--- config.mk ---
export PLATFORM = sky130hd
export DESIGN_NAME = counter_array_compare_capture
export DESIGN_NICKNAME = d
export VERILOG_FILES = /design/src/pin_edge_sync_fix_note.sv /design/src/counter_array_pkg.sv /design/src/module_link_if.sv /design/src/pin_edge_sync.sv /design/src/compare_unit.sv /design/src/counter_array_compare_capture.sv
export SDC_FILE = /design/constraint.sdc
export NUM_CORES = 1
export LEC_CHECK = 0
export ABC_AREA = 0
export BUFFER_PORTS_ARGS = -buffer_cell sky130_fd_sc_hd__buf_2
export CORE_MARGIN = 4
export CORE_UTILIZATION = 55
export DETAILED_ROUTE_END_ITERATION = 6
export PLACE_DENSITY = 0.71
export SYNTH_ARGS = -nofsm -noshare
export SYNTH_HDL_FRONTEND = slang
export SYNTH_HIERARCHICAL = 1
export SYNTH_SLANG_ARGS = --single-unit
--- constraint.sdc ---
create_clock -name hclk -period 2.9 [get_ports hclk]
set_input_delay 0.29 -clock hclk [delete_from_list [all_inputs] [get_ports hclk]]
set_output_delay 0.29 -clock hclk [all_outputs]
set_load 0.02 [all_outputs]
--- src/pin_edge_sync_fix_note.sv ---
`default_nettype none
`default_nettype wire

--- src/counter_array_pkg.sv ---
`default_nettype none
package counter_array_pkg;
	// geometry
	localparam int UNITS         = 5;
	localparam int WATCHDOG_UNIT = 4;
	localparam int BYTE_W        = 8;
	localparam int COUNT_W       = 16;
	localparam int MODE_W        = 7;
	// register indices, byte address is four times the index
	localparam logic [7:0] IDX_CONTROL    = 8'hD8;
	localparam logic [7:0] IDX_ARRAY_MODE = 8'hD9;
	localparam logic [7:0] IDX_MODE_BASE  = 8'hDA;
	localparam logic [7:0] IDX_COUNT_LOW  = 8'hE9;
	localparam logic [7:0] IDX_CMP_LOW    = 8'hEA;
	localparam logic [7:0] IDX_COUNT_HIGH = 8'hF9;
	localparam logic [7:0] IDX_CMP_HIGH   = 8'hFA;
	// module mode bit positions
	localparam int MODE_COMPARE_EN = 6;
	localparam int MODE_RISE       = 5;
	localparam int MODE_FALL       = 4;
	localparam int MODE_MATCH      = 3;
	localparam int MODE_TOGGLE     = 2;
	localparam int MODE_PWM        = 1;
	localparam int MODE_IRQ_EN     = 0;
	// control and array mode bit positions
	localparam int CONTROL_RUN    = 6;
	localparam int ARRAY_WATCHDOG = 6;
	// reset values and limits
	localparam logic [7:0]  BYTE_RESET = 8'h00;
	localparam logic [6:0]  MODE_RESET = 7'h00;
	localparam logic [4:0]  FLAG_RESET = 5'h00;
	localparam logic [15:0] COUNT_RESET = 16'h0000;
	localparam logic [7:0]  BYTE_MAX   = 8'hFF;
	localparam logic [15:0] COUNT_ONE  = 16'h0001;
	// bus codes
	localparam logic [1:0]  HTRANS_NONSEQ = 2'h2;
	localparam logic        HRESP_OKAY    = 1'h0;
	localparam logic [21:0] HADDR_HIGH_ZERO = 22'h000000;
	typedef enum {BUS_IDLE, BUS_DATA} bus_state_t;
endpackage
`default_nettype wire

--- src/module_link_if.sv ---
`timescale 1ns/1ns
`default_nettype none
// one compare/capture unit as seen from the register file
interface module_link_if;
	logic       wr_low;
	logic       wr_high;
	logic       wr_mode;
	logic [7:0] wdata;
	logic [7:0] cmp_low;
	logic [7:0] cmp_high;
	logic [6:0] mode;
	logic       event_hit;
	logic       watchdog_hit;
	modport top (output wr_low, wr_high, wr_mode, wdata,
		input cmp_low, cmp_high, mode, event_hit, watchdog_hit);
	modport unit (input wr_low, wr_high, wr_mode, wdata,
		output cmp_low, cmp_high, mode, event_hit, watchdog_hit);
endinterface
`default_nettype wire

--- src/pin_edge_sync.sv ---
`timescale 1ns/1ns
`default_nettype none
module pin_edge_sync #(
	parameter int W = 5
) (
	// clocking
	input  wire logic         clk,
	input  wire logic         rstn,
	input  wire logic         ce,
	// pins and edges
	input  wire logic [W-1:0] raw,
	output logic      [W-1:0] rise,
	output logic      [W-1:0] fall
);
	logic [W-1:0] meta;
	logic [W-1:0] stable;
	logic [W-1:0] last;

	// two flops before use, third one only for edge compare
	always_ff @(posedge clk or negedge rstn) begin
		if (!rstn) begin
			meta   <= '0;
			stable <= '0;
			last   <= '0;
		end else if (ce) begin
			meta   <= raw;
			stable <= meta; // [RULE21]
			last   <= stable;
		end
	end

	// reset level matches an idle low pin, so no false edge follows reset
	assign rise = stable & ~last; // [RULE21]
	assign fall = ~stable & last; // [RULE21]
endmodule
`default_nettype wire

--- src/compare_unit.sv ---
`timescale 1ns/1ns
`default_nettype none
module compare_unit (
	// clocking
	input  wire logic        clk,
	input  wire logic        rstn,
	input  wire logic        ce,
	// shared counter view
	input  wire logic [15:0] counter,
	input  wire logic        count_step,
	input  wire logic        low_wrap,
	input  wire logic        rise,
	input  wire logic        fall,
	input  wire logic        watchdog_allowed,
	// register side
	module_link_if.unit      link,
	// pin side
	output logic             pin_out,
	output logic             pin_oe
);
	logic capture_hit;
	logic compare_hit;
	logic pwm_on;

	// decoded mode conditions
	assign capture_hit = (link.mode[counter_array_pkg::MODE_RISE] && rise) ||
		(link.mode[counter_array_pkg::MODE_FALL] && fall); // [RULE1]
	assign compare_hit = count_step && link.mode[counter_array_pkg::MODE_COMPARE_EN] &&
		link.mode[counter_array_pkg::MODE_MATCH] &&
		counter == {link.cmp_high, link.cmp_low}; // [RULE3] [RULE15]
	assign pwm_on = link.mode[counter_array_pkg::MODE_PWM] &&
		link.mode[counter_array_pkg::MODE_COMPARE_EN]; // [RULE13]
	assign link.event_hit = capture_hit || compare_hit; // [RULE19]
	assign link.watchdog_hit = compare_hit && watchdog_allowed; // [RULE14]

	//////////////////////////////////////////////////////////////////////
	// low byte: software, capture, or pwm reload at low byte wrap
	always_ff @(posedge clk or negedge rstn) begin
		if (!rstn) begin
			link.cmp_low <= counter_array_pkg::BYTE_RESET;
		end else if (ce) begin
			if (link.wr_low) begin
				link.cmp_low <= link.wdata;
			end else if (capture_hit) begin
				link.cmp_low <= counter[7:0]; // [RULE1] [RULE20]
			end else if (pwm_on && low_wrap) begin
				link.cmp_low <= link.cmp_high; // [RULE12]
			end
		end
	end

	// high byte
	always_ff @(posedge clk or negedge rstn) begin
		if (!rstn) begin
			link.cmp_high <= counter_array_pkg::BYTE_RESET;
		end else if (ce) begin
			if (link.wr_high) begin
				link.cmp_high <= link.wdata;
			end else if (capture_hit) begin
				link.cmp_high <= counter[15:8]; // [RULE1] [RULE20]
			end
		end
	end

	// mode; byte writes steer the compare enable so no stale match fires
	always_ff @(posedge clk or negedge rstn) begin
		if (!rstn) begin
			link.mode <= counter_array_pkg::MODE_RESET;
		end else if (ce) begin
			if (link.wr_mode) begin
				link.mode <= link.wdata[6:0]; // [RULE7]
			end else if (link.wr_low) begin
				link.mode[counter_array_pkg::MODE_COMPARE_EN] <= 1'b0; // [RULE4]
			end else if (link.wr_high) begin
				link.mode[counter_array_pkg::MODE_COMPARE_EN] <= 1'b1; // [RULE5]
			end
		end
	end

	// pin: pwm level or toggle on match
	always_ff @(posedge clk or negedge rstn) begin
		if (!rstn) begin
			pin_out <= 1'b0;
			pin_oe  <= 1'b0;
		end else if (ce) begin
			pin_oe <= pwm_on || (link.mode[counter_array_pkg::MODE_TOGGLE] &&
				link.mode[counter_array_pkg::MODE_MATCH] &&
				link.mode[counter_array_pkg::MODE_COMPARE_EN]);
			if (pwm_on) begin
				pin_out <= counter[7:0] >= link.cmp_low; // [RULE11] [RULE10]
			end else if (compare_hit && link.mode[counter_array_pkg::MODE_TOGGLE]) begin
				pin_out <= ~pin_out; // [RULE8]
			end
		end
	end
endmodule
`default_nettype wire

--- src/counter_array_compare_capture.sv ---
// What this block does
// RULE1: a set edge enable makes a pin edge copy the counter into the unit's pair.
// RULE2: interrupt request only when a unit's event flag and its interrupt enable are set.
// RULE3: compare enable plus match compares counter with the pair and flags equality.
// RULE4: a low byte write clears compare enable when it is set.
// RULE5: a high byte write sets compare enable.
// RULE6: software should load both bytes, low then high, before enabling compare.
// RULE7: compare enable stays readable and writable through the mode register.
// RULE8: toggle, match and compare enable together invert the pin on every match; the code skips the toggle while pwm is also enabled.
// RULE9: software writes both compare bytes before enabling fast toggle output.
// RULE10: every unit can run pwm, one shared frequency, separate duty per unit.
// RULE11: pwm pin low while counter low byte is below compare low, else high.
// RULE12: on counter low byte wrap the pwm low byte reloads from the high byte.
// RULE13: pwm acts only with both pwm and compare enable set.
// RULE14: only unit four has the watchdog; otherwise it works as any other unit.
// RULE15: watchdog compares a preloaded sixteen bit value with the counter.
// RULE16: a watchdog match raises an internal reset, not the external reset pin.
// RULE17: software avoids watchdog reset by moving the compare value before a match.
// RULE18: counter low byte is an eight bit register resetting to zero.
// RULE19: a match with match enabled sets the unit's event flag.
// RULE20: each unit's high and low bytes hold one sixteen bit count.
// RULE21: capture pins are synchronised and edge detected before capture.
`timescale 1ns/1ns
`default_nettype none
module counter_array_compare_capture (
	// clock, reset, enable
	input  wire logic        hclk,
	input  wire logic        hresetn,
	input  wire logic        ce,
	// register bus
	input  wire logic        hsel,
	input  wire logic [31:0] haddr,
	input  wire logic [1:0]  htrans,
	input  wire logic        hwrite,
	input  wire logic [2:0]  hsize,
	input  wire logic [31:0] hwdata,
	input  wire logic        hready,
	output logic             hreadyout,
	output logic             hresp,
	output logic [31:0]      hrdata,
	// module pins
	input  wire logic [4:0]  module_pin_in,
	output logic      [4:0]  module_pin_out,
	output logic      [4:0]  module_pin_oe,
	// system
	output logic             irq,
	output logic             watchdog_reset
);
	localparam int N = counter_array_pkg::UNITS;

	counter_array_pkg::bus_state_t state;
	logic [7:0]  addr_idx;
	logic        addr_ok;
	logic        wr_q;
	logic        accept;
	logic        wr_en;
	logic [7:0]  wbyte;
	logic [7:0]  next_rdata;

	logic [15:0] counter;
	logic        run;
	logic [4:0]  flags;
	logic [7:0]  array_mode;
	logic        count_step;
	logic        low_wrap;
	logic        tick;
	logic        wr_count_low;
	logic        wr_count_high;

	logic [N-1:0] rise;
	logic [N-1:0] fall;
	logic [N-1:0] event_hits;
	logic [N-1:0] wd_hits;
	logic [N-1:0] irq_en;
	logic [7:0]   cmp_low_all  [N];
	logic [7:0]   cmp_high_all [N];
	logic [6:0]   mode_all     [N];

	//////////////////////////////////////////////////////////////////////
	// bus slave: one wait state per transfer so reads see committed writes

	assign accept = hsel && hready && htrans == counter_array_pkg::HTRANS_NONSEQ;
	assign wr_en  = ce && state == counter_array_pkg::BUS_DATA && wr_q && addr_ok;
	assign wbyte  = hwdata[7:0];

	// address phase capture and handshake
	always_ff @(posedge hclk or negedge hresetn) begin
		if (!hresetn) begin
			state     <= counter_array_pkg::BUS_IDLE;
			addr_idx  <= counter_array_pkg::BYTE_RESET;
			addr_ok   <= 1'b0;
			wr_q      <= 1'b0;
			hreadyout <= 1'b1;
		end else if (ce) begin
			case (state)
				counter_array_pkg::BUS_IDLE: begin
					if (accept) begin
						state     <= counter_array_pkg::BUS_DATA;
						addr_idx  <= haddr[9:2];
						addr_ok   <= haddr[31:10] == counter_array_pkg::HADDR_HIGH_ZERO;
						wr_q      <= hwrite;
						hreadyout <= 1'b0;
					end
				end
				counter_array_pkg::BUS_DATA: begin
					state     <= counter_array_pkg::BUS_IDLE;
					hreadyout <= 1'b1;
				end
				default: begin
					state     <= counter_array_pkg::BUS_IDLE;
					hreadyout <= 1'b1;
				end
			endcase
		end
	end

	// response is always okay
	always_ff @(posedge hclk or negedge hresetn) begin
		if (!hresetn) begin
			hresp <= counter_array_pkg::HRESP_OKAY;
		end else begin
			hresp <= counter_array_pkg::HRESP_OKAY;
		end
	end

	// read mux; unmapped addresses read zero
	always_comb begin
		next_rdata = counter_array_pkg::BYTE_RESET;
		if (!addr_ok) begin
			next_rdata = counter_array_pkg::BYTE_RESET;
		end else if (addr_idx == counter_array_pkg::IDX_CONTROL) begin
			next_rdata = {1'b0, run, 1'b0, flags};
		end else if (addr_idx == counter_array_pkg::IDX_ARRAY_MODE) begin
			next_rdata = array_mode;
		end else if (addr_idx == counter_array_pkg::IDX_COUNT_LOW) begin
			next_rdata = counter[7:0]; // [RULE18]
		end else if (addr_idx == counter_array_pkg::IDX_COUNT_HIGH) begin
			next_rdata = counter[15:8];
		end else begin
			for (int i = 0; i < N; i++) begin
				if (addr_idx == counter_array_pkg::IDX_MODE_BASE + 8'(i)) begin
					next_rdata = {1'b0, mode_all[i]}; // [RULE7]
				end else if (addr_idx == counter_array_pkg::IDX_CMP_LOW + 8'(i)) begin
					next_rdata = cmp_low_all[i];
				end else if (addr_idx == counter_array_pkg::IDX_CMP_HIGH + 8'(i)) begin
					next_rdata = cmp_high_all[i];
				end
			end
		end
	end

	// read data stands from the end of the wait state
	always_ff @(posedge hclk or negedge hresetn) begin
		if (!hresetn) begin
			hrdata <= 32'h00000000;
		end else if (ce && state == counter_array_pkg::BUS_DATA && !wr_q) begin
			hrdata <= {24'h000000, next_rdata};
		end
	end

	//////////////////////////////////////////////////////////////////////
	// shared counter

	assign wr_count_low  = wr_en && addr_idx == counter_array_pkg::IDX_COUNT_LOW;
	assign wr_count_high = wr_en && addr_idx == counter_array_pkg::IDX_COUNT_HIGH;
	// a software load wins over counting for that cycle
	assign tick = run && !wr_count_low && !wr_count_high;

	// one time base for every unit, so all pwm outputs share a frequency
	always_ff @(posedge hclk or negedge hresetn) begin
		if (!hresetn) begin
			counter <= counter_array_pkg::COUNT_RESET; // [RULE18]
		end else if (ce) begin
			if (wr_count_low) begin
				counter[7:0] <= wbyte; // [RULE18]
			end else if (wr_count_high) begin
				counter[15:8] <= wbyte;
			end else if (tick) begin
				counter <= counter + counter_array_pkg::COUNT_ONE; // [RULE10]
			end
		end
	end

	// compare only once per new counter value, so a halted counter
	// cannot keep firing the same match
	always_ff @(posedge hclk or negedge hresetn) begin
		if (!hresetn) begin
			count_step <= 1'b0;
			low_wrap   <= 1'b0;
		end else if (ce) begin
			count_step <= tick || wr_count_low || wr_count_high;
			low_wrap   <= tick && counter[7:0] == counter_array_pkg::BYTE_MAX; // [RULE12]
		end
	end

	//////////////////////////////////////////////////////////////////////
	// control and array mode registers

	// flags: hardware set wins over a software clear in the same cycle
	always_ff @(posedge hclk or negedge hresetn) begin
		if (!hresetn) begin
			run   <= 1'b0;
			flags <= counter_array_pkg::FLAG_RESET;
		end else if (ce) begin
			if (wr_en && addr_idx == counter_array_pkg::IDX_CONTROL) begin
				run   <= wbyte[counter_array_pkg::CONTROL_RUN];
				flags <= wbyte[4:0] | event_hits; // [RULE19]
			end else begin
				flags <= flags | event_hits; // [RULE19]
			end
		end
	end

	// array mode holds the watchdog enable
	always_ff @(posedge hclk or negedge hresetn) begin
		if (!hresetn) begin
			array_mode <= counter_array_pkg::BYTE_RESET;
		end else if (ce && wr_en && addr_idx == counter_array_pkg::IDX_ARRAY_MODE) begin
			array_mode <= wbyte;
		end
	end

	//////////////////////////////////////////////////////////////////////
	// pin synchroniser and units

	pin_edge_sync #(
		.W(N)
	) u_sync (
		.clk  (hclk),
		.rstn (hresetn),
		.ce   (ce),
		.raw  (module_pin_in),
		.rise (rise),
		.fall (fall)
	);

	genvar g;
	generate
		for (g = 0; g < N; g++) begin : unit
			module_link_if link ();

			assign link.wdata   = wbyte;
			assign link.wr_low  = wr_en && addr_idx == counter_array_pkg::IDX_CMP_LOW + 8'(g);
			assign link.wr_high = wr_en && addr_idx == counter_array_pkg::IDX_CMP_HIGH + 8'(g);
			assign link.wr_mode = wr_en && addr_idx == counter_array_pkg::IDX_MODE_BASE + 8'(g);
			assign cmp_low_all[g]  = link.cmp_low;
			assign cmp_high_all[g] = link.cmp_high;
			assign mode_all[g]     = link.mode;
			assign event_hits[g]   = link.event_hit;
			assign wd_hits[g]      = link.watchdog_hit;
			assign irq_en[g]       = link.mode[counter_array_pkg::MODE_IRQ_EN];

			compare_unit u_unit (
				.clk              (hclk),
				.rstn             (hresetn),
				.ce               (ce),
				.counter          (counter),
				.count_step       (count_step),
				.low_wrap         (low_wrap),
				.rise             (rise[g]),
				.fall             (fall[g]),
				.watchdog_allowed (g == counter_array_pkg::WATCHDOG_UNIT &&
					array_mode[counter_array_pkg::ARRAY_WATCHDOG]), // [RULE14]
				.link             (link),
				.pin_out          (module_pin_out[g]),
				.pin_oe           (module_pin_oe[g])
			);
		end
	endgenerate

	//////////////////////////////////////////////////////////////////////
	// interrupt request and internal watchdog reset

	// request needs both the flag and that unit's enable
	always_ff @(posedge hclk or negedge hresetn) begin
		if (!hresetn) begin
			irq <= 1'b0;
		end else if (ce) begin
			irq <= |(flags & irq_en); // [RULE2] [RULE3]
		end
	end

	// a one cycle pulse to the system reset logic; never drives the reset pin
	always_ff @(posedge hclk or negedge hresetn) begin
		if (!hresetn) begin
			watchdog_reset <= 1'b0;
		end else if (ce) begin
			watchdog_reset <= |wd_hits; // [RULE16]
		end
	end
endmodule
`default_nettype wire

==> results.sh <==
export IMPL_min_period_over_period=0.952
export IMPL_ys_flop_type="dfrtp_1"
export IMPL_rsz0062_at_grt="no"
export IMPL_r2r_cells=6
export IMPL_path_class="reg -> reg"
export IMPL_setup_viol=0
export IMPL_ys_warn_count=6
export IMPL_setup_tns_final_ps=0
export IMPL_start_util=0.563
export IMPL_ant_nets=0
export IMPL_synth_common_cells="dfrtp_1, nand2_1, nor2_1, a21oi_1, mux2i_1"
export IMPL_swShare=0.298
export IMPL_yosysTopAreaCell="dfrtp_1"
export IMPL_yosys_area_share_xor_xnor=0.0264
export IMPL_ios=126
export IMPL_maxCapViolCount=0
export IMPL_yosys_cell_types_count=84
export IMPL_dieArea_mm2=0.0267
export IMPL_drive_above_1_share=0.173
export IMPL_power_density_mw_per_mm2=423
export IMPL_p_int_w=0.00436
export IMPL_row_count=56
export IMPL_ir_drop_mv=0.366
export IMPL_pwr_share_clk=0.400
export IMPL_coreArea_mm2=0.0236
export IMPL_synth_avg_cell_area_um2=8.83
export IMPL_skew_ps=16.8
export IMPL_synthArstFlopShare=1.00
export IMPL_seqPwrFrac=0.472
export IMPL_syn_instance_count=1504
export IMPL_h_tree_depth=4
export IMPL_cts_buffers=17
export IMPL_synth_top_family_by_area="compound AO/OA/AOI/OAI gates"
export IMPL_routedWlPerCell_um=25.3
export IMPL_synth_area_leaders="dfrtp_1, mux2i_1, nand2_1"
export IMPL_die_h_um=163
export IMPL_cp_max_fo=13
export IMPL_grt_pass1_wl_um=72400
export IMPL_hold_viol=0
export IMPL_combPwrFrac=0.128
export IMPL_min_path_cells=2
export IMPL_switchingPower_w=0.00185
export IMPL_syn_to_final_growth_pct=10.8
export IMPL_grt_pass1_vias=11900
export IMPL_muxShareOfSynthArea=0.133
export IMPL_tightest_slew_ps=1290
export IMPL_netlist_area_leader_share=0.364
export IMPL_drc_errors=0
export IMPL_p_leak_nw=6.71
export IMPL_wl_um=48500
export IMPL_cts_root_buf="clkbuf_16"
export IMPL_yosysMostFrequentCell="dfrtp_1"
export IMPL_synth_fa_ha_area_frac=0.0386
export IMPL_clkLatencyLatePin_ps=450
export IMPL_crit_arrival_ps=3110
export IMPL_syn_area_mm2=0.0133
export IMPL_hold_class="in -> reg"
export IMPL_ys_seq_area_frac=0.366
export IMPL_min_period_ps=2760
export IMPL_synth_compound_area_frac=0.191
export IMPL_antenna_found_initial=2
export IMPL_firstDrtPassIters=6
export IMPL_nets=1708
export IMPL_place_congestion=1.02
export IMPL_hold_slack_ps=67.6
export IMPL_outcome="finished clean"
export IMPL_synth_simple_gate_area_share=0.181
export IMPL_crit_required_ps=3250
export IMPL_max_freq_ghz=0.362
export IMPL_slew_viol_final=0
export IMPL_start_kind="flip-flop"
export IMPL_gr_usage_all_layers=0.362
export IMPL_synth_edf_count=0
export IMPL_cts_sinks=194
export IMPL_grt_overflow=0
export IMPL_post_dp_hpwl_um=33700
export IMPL_port_buffers=71
export IMPL_cts_path_max_buffers=2
export IMPL_die_w_um=163
export IMPL_clk_pin_slew_ps=80
export IMPL_grt_max_degree=70
export IMPL_ys_seq_elements=194
export IMPL_drtIter0Drc=1808
export IMPL_slew_headroom=0.138
export IMPL_cp_end_kind="flip-flop"
export IMPL_via_per_inst=6.51
export IMPL_cts_tree="done"
export IMPL_via_count=12500
## sequential cells by signal, summed over array words and instances (netlist names), 5 cells and up
| signal | count |
|---|---|
| unit.u_unit/link.cmp_high | 40 |
| unit.u_unit/link.cmp_low | 40 |
| unit.u_unit/link.mode | 35 |
| counter | 16 |
| addr_idx | 8 |
| array_mode | 8 |
| hrdata | 8 |
| flags | 5 |
| u_sync/last | 5 |
| u_sync/meta | 5 |
| u_sync/stable | 5 |
| unit.u_unit/pin_oe | 5 |
| unit.u_unit/pin_out | 5 |
## placed cells by master (no fill, tap or decap), drive strengths merged, types with 9 or more instances in the layout
| master | netlist | final |
|---|---|---|
| xor2 | 36 | 36 |
| nand4 | 24 | 24 |
| buf | 75 | 138 |
| conb | 1 | 29 |
| and4 | 9 | 9 |
| or4 | 9 | 9 |
| a211oi | 12 | 12 |
| o21ai | 146 | 146 |
| a31oi | 16 | 16 |
| nor2 | 129 | 129 |
| a21oi | 106 | 106 |
| inv | 72 | 78 |
| mux2i | 99 | 99 |
| mux2 | 65 | 65 |
| ha | 41 | 41 |
| nand3 | 32 | 32 |
| a22o | 9 | 9 |
| nor4 | 13 | 13 |
| clkbuf | 29 | 19 |
| nand2 | 173 | 173 |
| dfrtp | 193 | 193 |
| nor2b | 16 | 16 |
| a22oi | 26 | 26 |
| o22a | 10 | 10 |
| nor3 | 25 | 25 |
| o22ai | 17 | 17 |
| and3 | 12 | 12 |
## worst max-delay path, stage by stage, from the launching register on
cell	delay [ps]
dfrtp_1	640
and4_1	640
nand2_1	350
a2bb2oi_1	230
a31oi_1	340
o211ai_1	230
a21oi_1	240
## power groups by stage
stage / sequential, W / clock (W) / combinational, W
6_report: 0.00293 / 0.00249 / 0.000797
5_1_grt: 0.00294 / 0.00262 / 0.000846
4_1_cts: 0.00292 / 0.00250 / 0.000779
3_5_place_dp: 0.00297 / 0 / 0.000775
3_3_place_gp: 0.00297 / 0 / 0.000774
2_1_floorplan: 0.00288 / 0 / 0.000533
## through the flow
stage / setup slack [ps] / cells / cell area (um^2) / util / total power, W
finish: 138 / 1920 / 14700 / 0.623 / 0.00622
global route: 38.7 / 1919 / 14700 / 0.623 / 0.00641
CTS: 284 / 1919 / 14700 / 0.623 / 0.00620
detailed placement: 298 / 1886 / 14100 / 0.597 / 0.00375
global placement: 297 / 1886 / 14100 / 0.597 / 0.00374
floorplan: 621 / 1532 / 13400 / - / 0.00341
## worst paths after layout
check	from	to	slack [ps]
worst max-delay path	addr_idx[4]$_DFFE_PN0P_	hrdata[3]$_DFFE_PN0P_	140
worst min-delay path	module_pin_in[3]	u_sync/meta[3]$_DFFE_PN0P_	70
worst max register to register	addr_idx[4]$_DFFE_PN0P_	hrdata[3]$_DFFE_PN0P_	140
worst min register to register	u_sync/meta[2]$_DFFE_PN0P_	u_sync/stable[2]$_DFFE_PN0P_	510
max in group asynchronous	hresetn	hreadyout$_DFFE_PN1P_	1670
min in group asynchronous	hresetn	counter[2]$_DFFE_PN0P_	390
## per-layer routing
metal	wire length, um	global-route usage	share of wire
met5	0	0	0
met4	2140	0.151	0.044
met3	6290	0.104	0.13
met2	20400	0.525	0.42
met1	19700	0.509	0.41
## what timing repair did
action / CTS / global route
setup endpoints to repair: 0 / 1
gates resized for setup: 0 / 1
hold buffers: 1 / 0
setup buffers: 0 / 0
endpoints found under the hold margin: 62 / 0
## final cells by class
| cell class | count | area [um^2] |
|---|---|---|
| Fill cell | 2098 | 8900 |
| Multi-Input combinational cell | 1162 | 7670 |
| Sequential cell | 194 | 4860 |
| Timing Repair Buffer | 140 | 912 |
| Clock buffer | 18 | 429 |
| Tap cell | 319 | 399 |
| Inverter | 72 | 270 |
| Clock inverter | 14 | 173 |
| Antenna cell | 1 | 2.50 |
## cells by family after synthesis
family          count (synthesis)
other cells                     1
mux                           164
xor+xnor                       40
buf+inv                       176
compound gates                409
fa+ha+maj                      41
flops                         194
simple gates                  479
No activity file was read; power rests on OpenSTA's default activity.
